$ cat config.mk
export PLATFORM = sky130hd
export DESIGN_NAME = charger_gate_drive_config_regs
export DESIGN_NICKNAME = d
export VERILOG_FILES = /design/src/charger_cfg_pkg.sv /design/src/serial_reg_port.sv /design/src/charger_gate_drive_config_regs.sv
export SDC_FILE = /design/constraint.sdc
export NUM_CORES = 1
export LEC_CHECK = 0
export BUFFER_PORTS_ARGS = -buffer_cell sky130_fd_sc_hd__buf_2
export CORE_ASPECT_RATIO = 1.75
export CORE_UTILIZATION = 40
export DETAILED_ROUTE_END_ITERATION = 10
export SYNTH_ARGS = -nofsm -noshare
export SYNTH_HDL_FRONTEND = slang
export SYNTH_SLANG_ARGS = --single-unit
$ cat constraint.sdc
create_clock -name SYS_CLK -period 4 [get_ports SYS_CLK]
set_input_delay 0.2 -clock SYS_CLK [delete_from_list [all_inputs] [get_ports SYS_CLK]]
set_output_delay 0.2 -clock SYS_CLK [all_outputs]
set_load 0.02 [all_outputs]
$ cat src/charger_cfg_pkg.sv
// constants for the charger gate-drive configuration register bank
// assumes a 100 MHz core clock and millivolt-scaled sense codes
package charger_cfg_pkg;

    localparam int unsigned CLK_MHZ = 100;

    // register offsets
    localparam logic [7:0] DEAD_TIME_CONTROL_ADDR       = 8'h3C;
    localparam logic [7:0] PART_IDENTIFICATION_ADDR     = 8'h3D;
    localparam logic [7:0] FEEDBACK_REF_LOW_ADDR        = 8'h3E;
    localparam logic [7:0] FEEDBACK_REF_HIGH_ADDR       = 8'h3F;
    localparam logic [7:0] SOFT_RESET_CONTROL_ADDR      = 8'h40;
    localparam logic [7:0] WINDOW_STATUS_ADDR           = 8'h41;
    localparam logic [7:0] REVERSE_DISCHARGE_LIMIT_ADDR = 8'h62;

    // field positions
    localparam int unsigned BOOST_DEAD_LSB    = 2;
    localparam int unsigned BUCK_DEAD_LSB     = 0;
    localparam int unsigned DISCHARGE_CAP_LSB = 6;
    localparam int unsigned QUICK_RESP_BIT    = 1;
    localparam int unsigned PART_FIELD_LSB    = 3;
    localparam int unsigned SOFT_RESET_BIT    = 0;

    // reset values
    localparam logic [3:0]  DEAD_TIME_RESET     = 4'h0;
    localparam logic [1:0]  DISCHARGE_CAP_RESET = 2'h0;
    localparam logic        QUICK_RESP_RESET    = 1'b1;
    localparam logic [15:0] FEEDBACK_REF_RESET  = 16'h0600;

    // dead times, least times rounded up to whole cycles
    localparam int unsigned DEAD_NS_00 = 45;
    localparam int unsigned DEAD_NS_01 = 75;
    localparam int unsigned DEAD_NS_10 = 105;
    localparam int unsigned DEAD_NS_11 = 135;
    localparam logic [3:0] DEAD_CYC_00 = 4'((DEAD_NS_00 * CLK_MHZ + 999) / 1000);
    localparam logic [3:0] DEAD_CYC_01 = 4'((DEAD_NS_01 * CLK_MHZ + 999) / 1000);
    localparam logic [3:0] DEAD_CYC_10 = 4'((DEAD_NS_10 * CLK_MHZ + 999) / 1000);
    localparam logic [3:0] DEAD_CYC_11 = 4'((DEAD_NS_11 * CLK_MHZ + 999) / 1000);

    // input window thresholds in millivolts
    localparam logic [15:0] HIGH_SENSE_REF_MV = 16'h04B0;
    localparam logic [15:0] LOW_SENSE_REF_MV  = 16'h044C;
    localparam logic [15:0] SUPPLY_MIN_MV     = 16'h1068;
    localparam logic [15:0] SUPPLY_MAX_MV     = 16'hEA60;

endpackage

$ cat src/serial_reg_port.sv
// two-wire serial register port: pointer write, auto-increment reads/writes
// assumes SCL/SDA already synchronous to the core clock; SDA is open drain
module serial_reg_port
    import charger_cfg_pkg::*;
#(
    parameter logic [6:0] DEV_ADDR = 7'h2A
)
(
    input  wire logic       clk,
    input  wire logic       arst_n,
    input  wire logic       scl_in,
    input  wire logic       sda_in,
    output      logic       sda_oe,
    output      logic       wr_en,
    output      logic [7:0] wr_addr,
    output      logic [7:0] wr_data,
    output      logic [7:0] rd_addr,
    input  wire logic [7:0] rd_data
);
    typedef enum logic [2:0] {IDLE, ADDR, ACK_ADDR, WRITE, ACK_WR, READ, ACK_RD} port_state_t;

    port_state_t state_reg, state_next;
    logic       scl_prev_reg, sda_prev_reg;
    logic [7:0] sh_reg, sh_next, ptr_reg, ptr_next, tx_reg, tx_next;
    logic [3:0] cnt_reg, cnt_next;
    logic       oe_reg, oe_next, ptr_phase_reg, ptr_phase_next, rw_reg, rw_next;
    logic       ok_reg, ok_next, wr_reg, wr_next;
    logic       scl_rise, scl_fall, start_cond, stop_cond;

    assign scl_rise   = scl_in & ~scl_prev_reg;
    assign scl_fall   = ~scl_in & scl_prev_reg;
    assign start_cond = scl_in & scl_prev_reg & sda_prev_reg & ~sda_in;
    assign stop_cond  = scl_in & scl_prev_reg & ~sda_prev_reg & sda_in;

    always_comb
    begin
        state_next     = state_reg;
        sh_next        = sh_reg;
        ptr_next       = ptr_reg;
        tx_next        = tx_reg;
        cnt_next       = cnt_reg;
        oe_next        = oe_reg;
        ptr_phase_next = ptr_phase_reg;
        rw_next        = rw_reg;
        ok_next        = ok_reg;
        wr_next        = 1'b0;
        if (start_cond)
        begin
            state_next = ADDR;
            cnt_next   = 4'h0;
            oe_next    = 1'b0;
        end
        else if (stop_cond)
        begin
            state_next = IDLE;
            oe_next    = 1'b0;
        end
        else if (scl_rise)
        begin
            if (state_reg == ADDR || state_reg == WRITE)
            begin
                sh_next  = {sh_reg[6:0], sda_in};
                cnt_next = cnt_reg + 4'h1;
            end
            else if (state_reg == ACK_RD)
                ok_next = ~sda_in;
        end
        else if (scl_fall)
        begin
            unique case (state_reg)
                IDLE: ;
                ADDR:
                    if (cnt_reg == 4'h8)
                    begin
                        // foreign address: stay off the bus until next start
                        state_next = (sh_reg[7:1] == DEV_ADDR) ? ACK_ADDR : IDLE;
                        oe_next    = (sh_reg[7:1] == DEV_ADDR);
                        rw_next    = sh_reg[0];
                    end
                ACK_ADDR:
                    if (rw_reg)
                    begin
                        state_next = READ;
                        tx_next    = rd_data;
                        oe_next    = ~rd_data[7];
                        cnt_next   = 4'h1;
                    end
                    else
                    begin
                        state_next     = WRITE;
                        oe_next        = 1'b0;
                        cnt_next       = 4'h0;
                        ptr_phase_next = 1'b1;
                    end
                WRITE:
                    if (cnt_reg == 4'h8)
                    begin
                        state_next = ACK_WR;
                        oe_next    = 1'b1;
                        if (ptr_phase_reg)
                            ptr_next = sh_reg;
                        else
                            wr_next = 1'b1;
                    end
                ACK_WR:
                begin
                    state_next = WRITE;
                    oe_next    = 1'b0;
                    cnt_next   = 4'h0;
                    if (!ptr_phase_reg)
                        ptr_next = ptr_reg + 8'h01;
                    ptr_phase_next = 1'b0;
                end
                READ:
                    if (cnt_reg == 4'h8)
                    begin
                        state_next = ACK_RD;
                        oe_next    = 1'b0;
                        ptr_next   = ptr_reg + 8'h01;
                    end
                    else
                    begin
                        oe_next  = ~tx_reg[3'(4'h7 - cnt_reg)];
                        cnt_next = cnt_reg + 4'h1;
                    end
                ACK_RD:
                    if (ok_reg)
                    begin
                        state_next = READ;
                        tx_next    = rd_data;
                        oe_next    = ~rd_data[7];
                        cnt_next   = 4'h1;
                    end
                    else
                        state_next = IDLE;
            endcase
        end
    end

    always_ff @(posedge clk or negedge arst_n)
    begin
        if (!arst_n)
        begin
            state_reg     <= IDLE;
            scl_prev_reg  <= 1'b1;
            sda_prev_reg  <= 1'b1;
            sh_reg        <= 8'h00;
            ptr_reg       <= 8'h00;
            tx_reg        <= 8'h00;
            cnt_reg       <= 4'h0;
            oe_reg        <= 1'b0;
            ptr_phase_reg <= 1'b0;
            rw_reg        <= 1'b0;
            ok_reg        <= 1'b0;
            wr_reg        <= 1'b0;
        end
        else
        begin
            state_reg     <= state_next;
            scl_prev_reg  <= scl_in;
            sda_prev_reg  <= sda_in;
            sh_reg        <= sh_next;
            ptr_reg       <= ptr_next;
            tx_reg        <= tx_next;
            cnt_reg       <= cnt_next;
            oe_reg        <= oe_next;
            ptr_phase_reg <= ptr_phase_next;
            rw_reg        <= rw_next;
            ok_reg        <= ok_next;
            wr_reg        <= wr_next;
        end
    end

    assign sda_oe  = oe_reg;
    assign wr_en   = wr_reg;
    assign wr_addr = ptr_reg;
    assign wr_data = sh_reg;
    assign rd_addr = ptr_reg;

endmodule // serial_reg_port

$ cat src/charger_gate_drive_config_regs.sv
// charger gate-drive configuration registers, dead-time insertion, input window
// assumes sense inputs are millivolt codes synchronous to SYS_CLK
module charger_gate_drive_config_regs
    import charger_cfg_pkg::*;
#(
    parameter logic [6:0] DEV_ADDR      = 7'h2A,
    parameter logic [3:0] PART_NUMBER   = 4'h5,  // arbitrary value
    parameter logic [2:0] REVISION_CODE = 3'h1   // arbitrary value
)
(
    input  wire logic        SYS_CLK,
    input  wire logic        ARST_N,
    input  wire logic        SCL,
    input  wire logic        SDA_IN,
    output      logic        SDA_OUT,
    output      logic        SDA_OE,
    input  wire logic        BOOST_PWM,
    input  wire logic        BUCK_PWM,
    input  wire logic        REVERSE_MODE,
    input  wire logic [15:0] INPUT_LOW_WINDOW_SENSE,
    input  wire logic [15:0] INPUT_HIGH_WINDOW_SENSE,
    input  wire logic [15:0] INPUT_SUPPLY_VOLTAGE,
    output      logic        BOOST_HS_ON,
    output      logic        BOOST_LS_ON,
    output      logic        BUCK_HS_ON,
    output      logic        BUCK_LS_ON,
    output      logic        CONVERTER_STOP,
    output      logic [1:0]  REVERSE_DISCHARGE_CAP,
    output      logic        REVERSE_QUICK_RESPONSE_ENABLE,
    output      logic [15:0] FEEDBACK_REFERENCE_SETTING
);
    logic        wr_en;
    logic [7:0]  wr_addr, wr_data, rd_addr;
    logic [7:0]  rd_data;

    logic [3:0]  dead_reg, dead_next;
    logic [1:0]  cap_reg, cap_next;
    logic        quick_reg, quick_next;
    logic        quick_out_reg, quick_out_next;
    logic [15:0] fbref_reg, fbref_next;
    logic        uv_reg, uv_next, ov_reg, ov_next, sup_reg, sup_next;
    logic        stop_reg, stop_next;
    logic        sda_reg;
    logic        soft_reset;

    serial_reg_port #(
        .DEV_ADDR (DEV_ADDR)
    ) u_port (
        .clk     (SYS_CLK),
        .arst_n  (ARST_N),
        .scl_in  (SCL),
        .sda_in  (SDA_IN),
        .sda_oe  (SDA_OE),
        .wr_en   (wr_en),
        .wr_addr (wr_addr),
        .wr_data (wr_data),
        .rd_addr (rd_addr),
        .rd_data (rd_data)
    );

    assign soft_reset = wr_en && wr_addr == SOFT_RESET_CONTROL_ADDR && wr_data[SOFT_RESET_BIT];

    // register writes; the reset command goes first
    always_comb
    begin
        dead_next  = dead_reg;
        cap_next   = cap_reg;
        quick_next = quick_reg;
        fbref_next = fbref_reg;
        if (soft_reset)
        begin
            dead_next  = DEAD_TIME_RESET;
            cap_next   = DISCHARGE_CAP_RESET;
            quick_next = QUICK_RESP_RESET;
            fbref_next = FEEDBACK_REF_RESET;
        end
        else if (wr_en)
        begin
            unique case (wr_addr)
                DEAD_TIME_CONTROL_ADDR:
                    dead_next = wr_data[3:0];
                REVERSE_DISCHARGE_LIMIT_ADDR:
                begin
                    cap_next   = wr_data[DISCHARGE_CAP_LSB +: 2];
                    quick_next = wr_data[QUICK_RESP_BIT];
                end
                FEEDBACK_REF_LOW_ADDR:
                    fbref_next[7:0] = wr_data;
                FEEDBACK_REF_HIGH_ADDR:
                    fbref_next[15:8] = wr_data;
                default: ;
            endcase
        end
    end

    // read mux; unused and reserved bits stay zero
    always_comb
    begin
        rd_data = 8'h00;
        unique case (rd_addr)
            DEAD_TIME_CONTROL_ADDR:
                rd_data = {4'h0, dead_reg};
            PART_IDENTIFICATION_ADDR:
                rd_data = {1'b0, PART_NUMBER, REVISION_CODE};
            REVERSE_DISCHARGE_LIMIT_ADDR:
                rd_data = {cap_reg, 4'h0, quick_reg, 1'b0};
            FEEDBACK_REF_LOW_ADDR:
                rd_data = fbref_reg[7:0];
            FEEDBACK_REF_HIGH_ADDR:
                rd_data = fbref_reg[15:8];
            WINDOW_STATUS_ADDR:
                rd_data = {4'h0, sup_reg, ov_reg, uv_reg, stop_reg};
            default:
                rd_data = 8'h00;
        endcase
    end

    // input window, registered twice (flags, then stop) so every gate sees the same decision
    always_comb
    begin
        ov_next        = INPUT_HIGH_WINDOW_SENSE > HIGH_SENSE_REF_MV;
        uv_next        = INPUT_LOW_WINDOW_SENSE < LOW_SENSE_REF_MV;
        sup_next       = INPUT_SUPPLY_VOLTAGE < SUPPLY_MIN_MV
                      || INPUT_SUPPLY_VOLTAGE > SUPPLY_MAX_MV;
        stop_next      = ov_reg | uv_reg | sup_reg;
        quick_out_next = quick_reg & REVERSE_MODE;
    end

    always_ff @(posedge SYS_CLK or negedge ARST_N)
    begin
        if (!ARST_N)
        begin
            dead_reg      <= DEAD_TIME_RESET;
            cap_reg       <= DISCHARGE_CAP_RESET;
            quick_reg     <= QUICK_RESP_RESET;
            fbref_reg     <= FEEDBACK_REF_RESET;
            uv_reg        <= 1'b0;
            ov_reg        <= 1'b0;
            sup_reg       <= 1'b1; // holds stop until first sample
            stop_reg      <= 1'b1;
            quick_out_reg <= 1'b0;
            sda_reg       <= 1'b0;
        end
        else
        begin
            dead_reg      <= dead_next;
            cap_reg       <= cap_next;
            quick_reg     <= quick_next;
            fbref_reg     <= fbref_next;
            uv_reg        <= uv_next;
            ov_reg        <= ov_next;
            sup_reg       <= sup_next;
            stop_reg      <= stop_next;
            quick_out_reg <= quick_out_next;
            sda_reg       <= 1'b0;
        end
    end

    // dead-time insertion, leg 0 buck, leg 1 boost
    logic [1:0] pwm_in;
    logic [1:0] gate_reg [2];
    assign pwm_in = {BOOST_PWM, BUCK_PWM};

    for (genvar leg = 0; leg < 2; leg++)
    begin : g_leg
        logic [1:0] sel;
        logic [3:0] dead_cyc;
        logic [3:0] cnt_reg, cnt_next;
        logic [1:0] gate_next, want;

        assign sel = (leg == 1) ? dead_reg[BOOST_DEAD_LSB +: 2]
                                : dead_reg[BUCK_DEAD_LSB +: 2];

        always_comb
        begin
            unique case (sel)
                2'b00: dead_cyc = DEAD_CYC_00;
                2'b01: dead_cyc = DEAD_CYC_01;
                2'b10: dead_cyc = DEAD_CYC_10;
                2'b11: dead_cyc = DEAD_CYC_11;
            endcase
            // {high side, low side}; never both, both off the cycle after stop is set
            want      = stop_reg ? 2'b00 : (pwm_in[leg] ? 2'b10 : 2'b01);
            gate_next = gate_reg[leg];
            cnt_next  = cnt_reg;
            if (want != gate_reg[leg])
            begin
                if (gate_reg[leg] != 2'b00)
                begin
                    gate_next = 2'b00;
                    cnt_next  = dead_cyc - 4'h1;
                end
                else if (cnt_reg != 4'h0)
                    cnt_next = cnt_reg - 4'h1;
                else
                    gate_next = want;
            end
        end

        always_ff @(posedge SYS_CLK or negedge ARST_N)
        begin
            if (!ARST_N)
            begin
                gate_reg[leg] <= 2'b00;
                cnt_reg       <= 4'h0;
            end
            else
            begin
                gate_reg[leg] <= gate_next;
                cnt_reg       <= cnt_next;
            end
        end
    end

    assign BUCK_HS_ON                    = gate_reg[0][1];
    assign BUCK_LS_ON                    = gate_reg[0][0];
    assign BOOST_HS_ON                   = gate_reg[1][1];
    assign BOOST_LS_ON                   = gate_reg[1][0];
    assign CONVERTER_STOP                = stop_reg;
    assign REVERSE_DISCHARGE_CAP         = cap_reg;
    assign REVERSE_QUICK_RESPONSE_ENABLE = quick_out_reg;
    assign FEEDBACK_REFERENCE_SETTING    = fbref_reg;
    assign SDA_OUT                       = sda_reg;

endmodule // charger_gate_drive_config_regs

==> impl_metrics.json <==
{
  "outcome": "completed",
  "largest_register_ffs": 16,
  "synth_most_common_cell": "dfrtp_1",
  "synth_area_mm2": 0.00441,
  "cts_setup_buffers": 0,
  "r2r_slack_ns": 1.59,
  "regArea_mm2": 0.00196,
  "numCtsBuffers": 9,
  "synthArstFlopShare": 1.00,
  "fp-row-count": 50,
  "max_freq_mhz": 416,
  "gr-usage-all-layers": 0.214,
  "yosysWarnings": 0,
  "slew_violations": 0,
  "worstMarginPinSlew_ns": 1.04,
  "setup_violations": 0,
  "wl_mm": 11.3,
  "wl_per_cell_um": 17.0,
  "drt_iter0_drc": 180,
  "yosys.area.top_type": "dfrtp_1",
  "rsz0062_at_grt": "false",
  "path_clk_slew_ns": 0.07,
  "peakVddDrop_mv": 0.317,
  "hp-class": "in -> async",
  "multi_input_area_mm2": 0.00228,
  "yosys-top-cells-count": "dfrtp_1, a21oi_1, nand2_1",
  "grt_pass1_wl_mm": 18.7,
  "hold_viol": 0,
  "cts_sinks": 78,
  "p_per_area_mw_per_mm2": 588,
  "syn_inst": 463,
  "h-tree-depth": 3,
  "start_util": 0.412,
  "dieArea_mm2": 0.0115,
  "antenna_found_initial": 0,
  "synth-seq-cells": 78,
  "finalCritPeriodShare": 0.602,
  "port_buffers": 77,
  "yosys-top-cells-area": "dfrtp_1, a21oi_1, dfstp_2",
  "finClkSkew_ns": 0.00963,
  "areaGrowthSynthToFinish_pct": 18.8,
  "r2r-start": "u_port.rd_addr[0]",
  "ant_nets": 0,
  "synth_edf_count": 0,
  "grt_max_degree": 79,
  "clock-root-buffer": "clkbuf_16",
  "insertion_delay_ns": 0.34,
  "cts_buffer_depth": 2,
  "power.total_mw": 3.08,
  "relSlewSlack": 0.307,
  "ys.flop_type": "dfrtp_1",
  "cp.required_ns": 4.21,
  "synth_cell_types": 71,
  "start_kind": "primary input",
  "nets": 598,
  "cp_max_fo": 9,
  "worst_r2r_path_depth": 7,
  "post_route_cells_drive_above_1_share": 0.238,
  "nFillCells": 1028,
  "end_kind": "register",
  "gp_congestion": 0.887,
  "die_h_um": 141,
  "worstSetupPathType": "in -> reg",
  "vias": 3869,
  "synth-seq-area-share": 0.444,
  "postCtsResizedCells": 0,
  "grt_pass1_vias": 3908,
  "ios": 81,
  "tns_ns": 0,
  "synth_nets": 532,
  "detail_route.vias_per_cell": 5.83,
  "arrival_ns": 2.62,
  "avgSynthCellArea_um2": 9.53,
  "timing.rr.end": "u_port.sda_oe",
  "die_w_um": 81.4,
  "leakage_nw": 2.31,
  "route.detailed.drc": 0,
  "synth_top_area_frac": 0.403,
  "drtPass1Iterations": 6,
  "dp_hpwl_mm": 8.34,
  "maxCapViolCount": 0,
  "core-area_mm2": 0.0107,
  "fin_crit_ns": 2.41,
  "cts_tree": "done",
  "grt-ovfl-total": 0,
  "antenna_cells": 0
}
-- worst max-delay path by stage --
stage	cells after the start	endpoint	start
after floorplan	5	g_leg[0].cnt_reg[0]	BUCK_LS_ON
final	6	u_port.cnt_reg[0]	SCL
after detailed placement	7	u_port.sda_oe	u_port.rd_addr[0]
after CTS	6	u_port.cnt_reg[0]	SCL
after global placement	7	u_port.sda_oe	u_port.rd_addr[0]
after global routing	4	u_port.cnt_reg[0]	u_port.state_reg[0]
-- per-stage QoR --
stage / std cells / util / instance area [um^2] / hold slack, ns / worst slack [ns]
2_1_floorplan: 463 / - / 4410 / -0.0956 / 1.97
3_3_place_gp: 647 / 0.455 / 4870 / 0.345 / 1.69
3_5_place_dp: 647 / 0.455 / 4870 / 0.347 / 1.68
4_1_cts: 664 / 0.490 / 5240 / 0.00623 / 1.59
5_1_grt: 664 / 0.490 / 5240 / 0.0164 / 1.42
6_report: 664 / 0.490 / 5240 / 0.0141 / 1.59
-- cell families (layout without fill, tap and decap cells) --
| kind of cell | Yosys count | in the layout | synth area share |
|---|---|---|---|
| compound gates | 156 | 156 | 0.242 |
| xor+xnor | 2 | 2 | 0.00397 |
| fa+ha+maj | 14 | 14 | 0.0397 |
| buf+inv | 41 | 112 | 0.0377 |
| flops | 78 | 78 | 0.444 |
| mux | 16 | 16 | 0.0423 |
| other cells | 1 | 1 | 0.000850 |
| simple gates | 155 | 155 | 0.189 |
-- metal layers --
layer	vias up	routed length, um	part of all wire	GRT usage
met2	126	6020	0.53	0.376
met3	35	408	0.036	0.0317
met1	1869	4340	0.39	0.238
met4	0	496	0.044	0.122
met5	-	0	0	0
li1	1839	-	-	-
-- what timing repair did --
| action | CTS | global route |
|---|---|---|
| endpoints found under the hold margin | 1 | 0 |
| setup endpoints to repair | 0 | 0 |
| hold buffers | 1 | 0 |
-- cell type report --
| class | count | area share |
|---|---|---|
| clock buffer | 10 | 0.0437 |
| clock inverter | 6 | 0.0255 |
| inverter | 17 | 0.0122 |
| multi-input combinational | 344 | 0.436 |
| sequential | 78 | 0.374 |
| tap | 130 | 0.0310 |
| timing repair buffer | 79 | 0.0774 |
-- where the power goes --
group	switching, mW	internal (mW)	total, mW
clock	0.317	0.673	0.990
sequential	0.293	0.965	1.26
combinational	0.448	0.383	0.831
total	1.06	2.02	3.08
-- critical path: stages --
cell and delay (ns):
dlygate4sd3_1 0.52, buf_2 0.14, nor2b_1 0.37, nor2b_1 0.88, a311oi_4 0.13, o41ai_1 0.38
-- cells in the final DEF, fill, tap and decap left out, types with 3 or more instances in the layout --
master and instances:
buf_2 76, dfrtp_1 71, a21oi_1 37, nand2_1 37
o21ai_0 33, nor2_1 32, inv_1 17, nor3_1 17
a22o_1 17, ha_1 14, nand3_1 12, nand2b_1 11
mux2_2 11, nor2b_1 10, clkbuf_16 9, dfstp_2 7
o22a_1 6, a31oi_1 6, o31ai_1 6, and2_1 5
a211oi_1 5, nor4_1 4, o21ai_1 4, o21a_1 4
a22oi_1 4, o22ai_1 4, mux2i_1 4, bufinv_16 4
or3_1 3, and3_1 3, a21boi_0 3, o21ba_2 3
(Power assumes the default switching activity.)
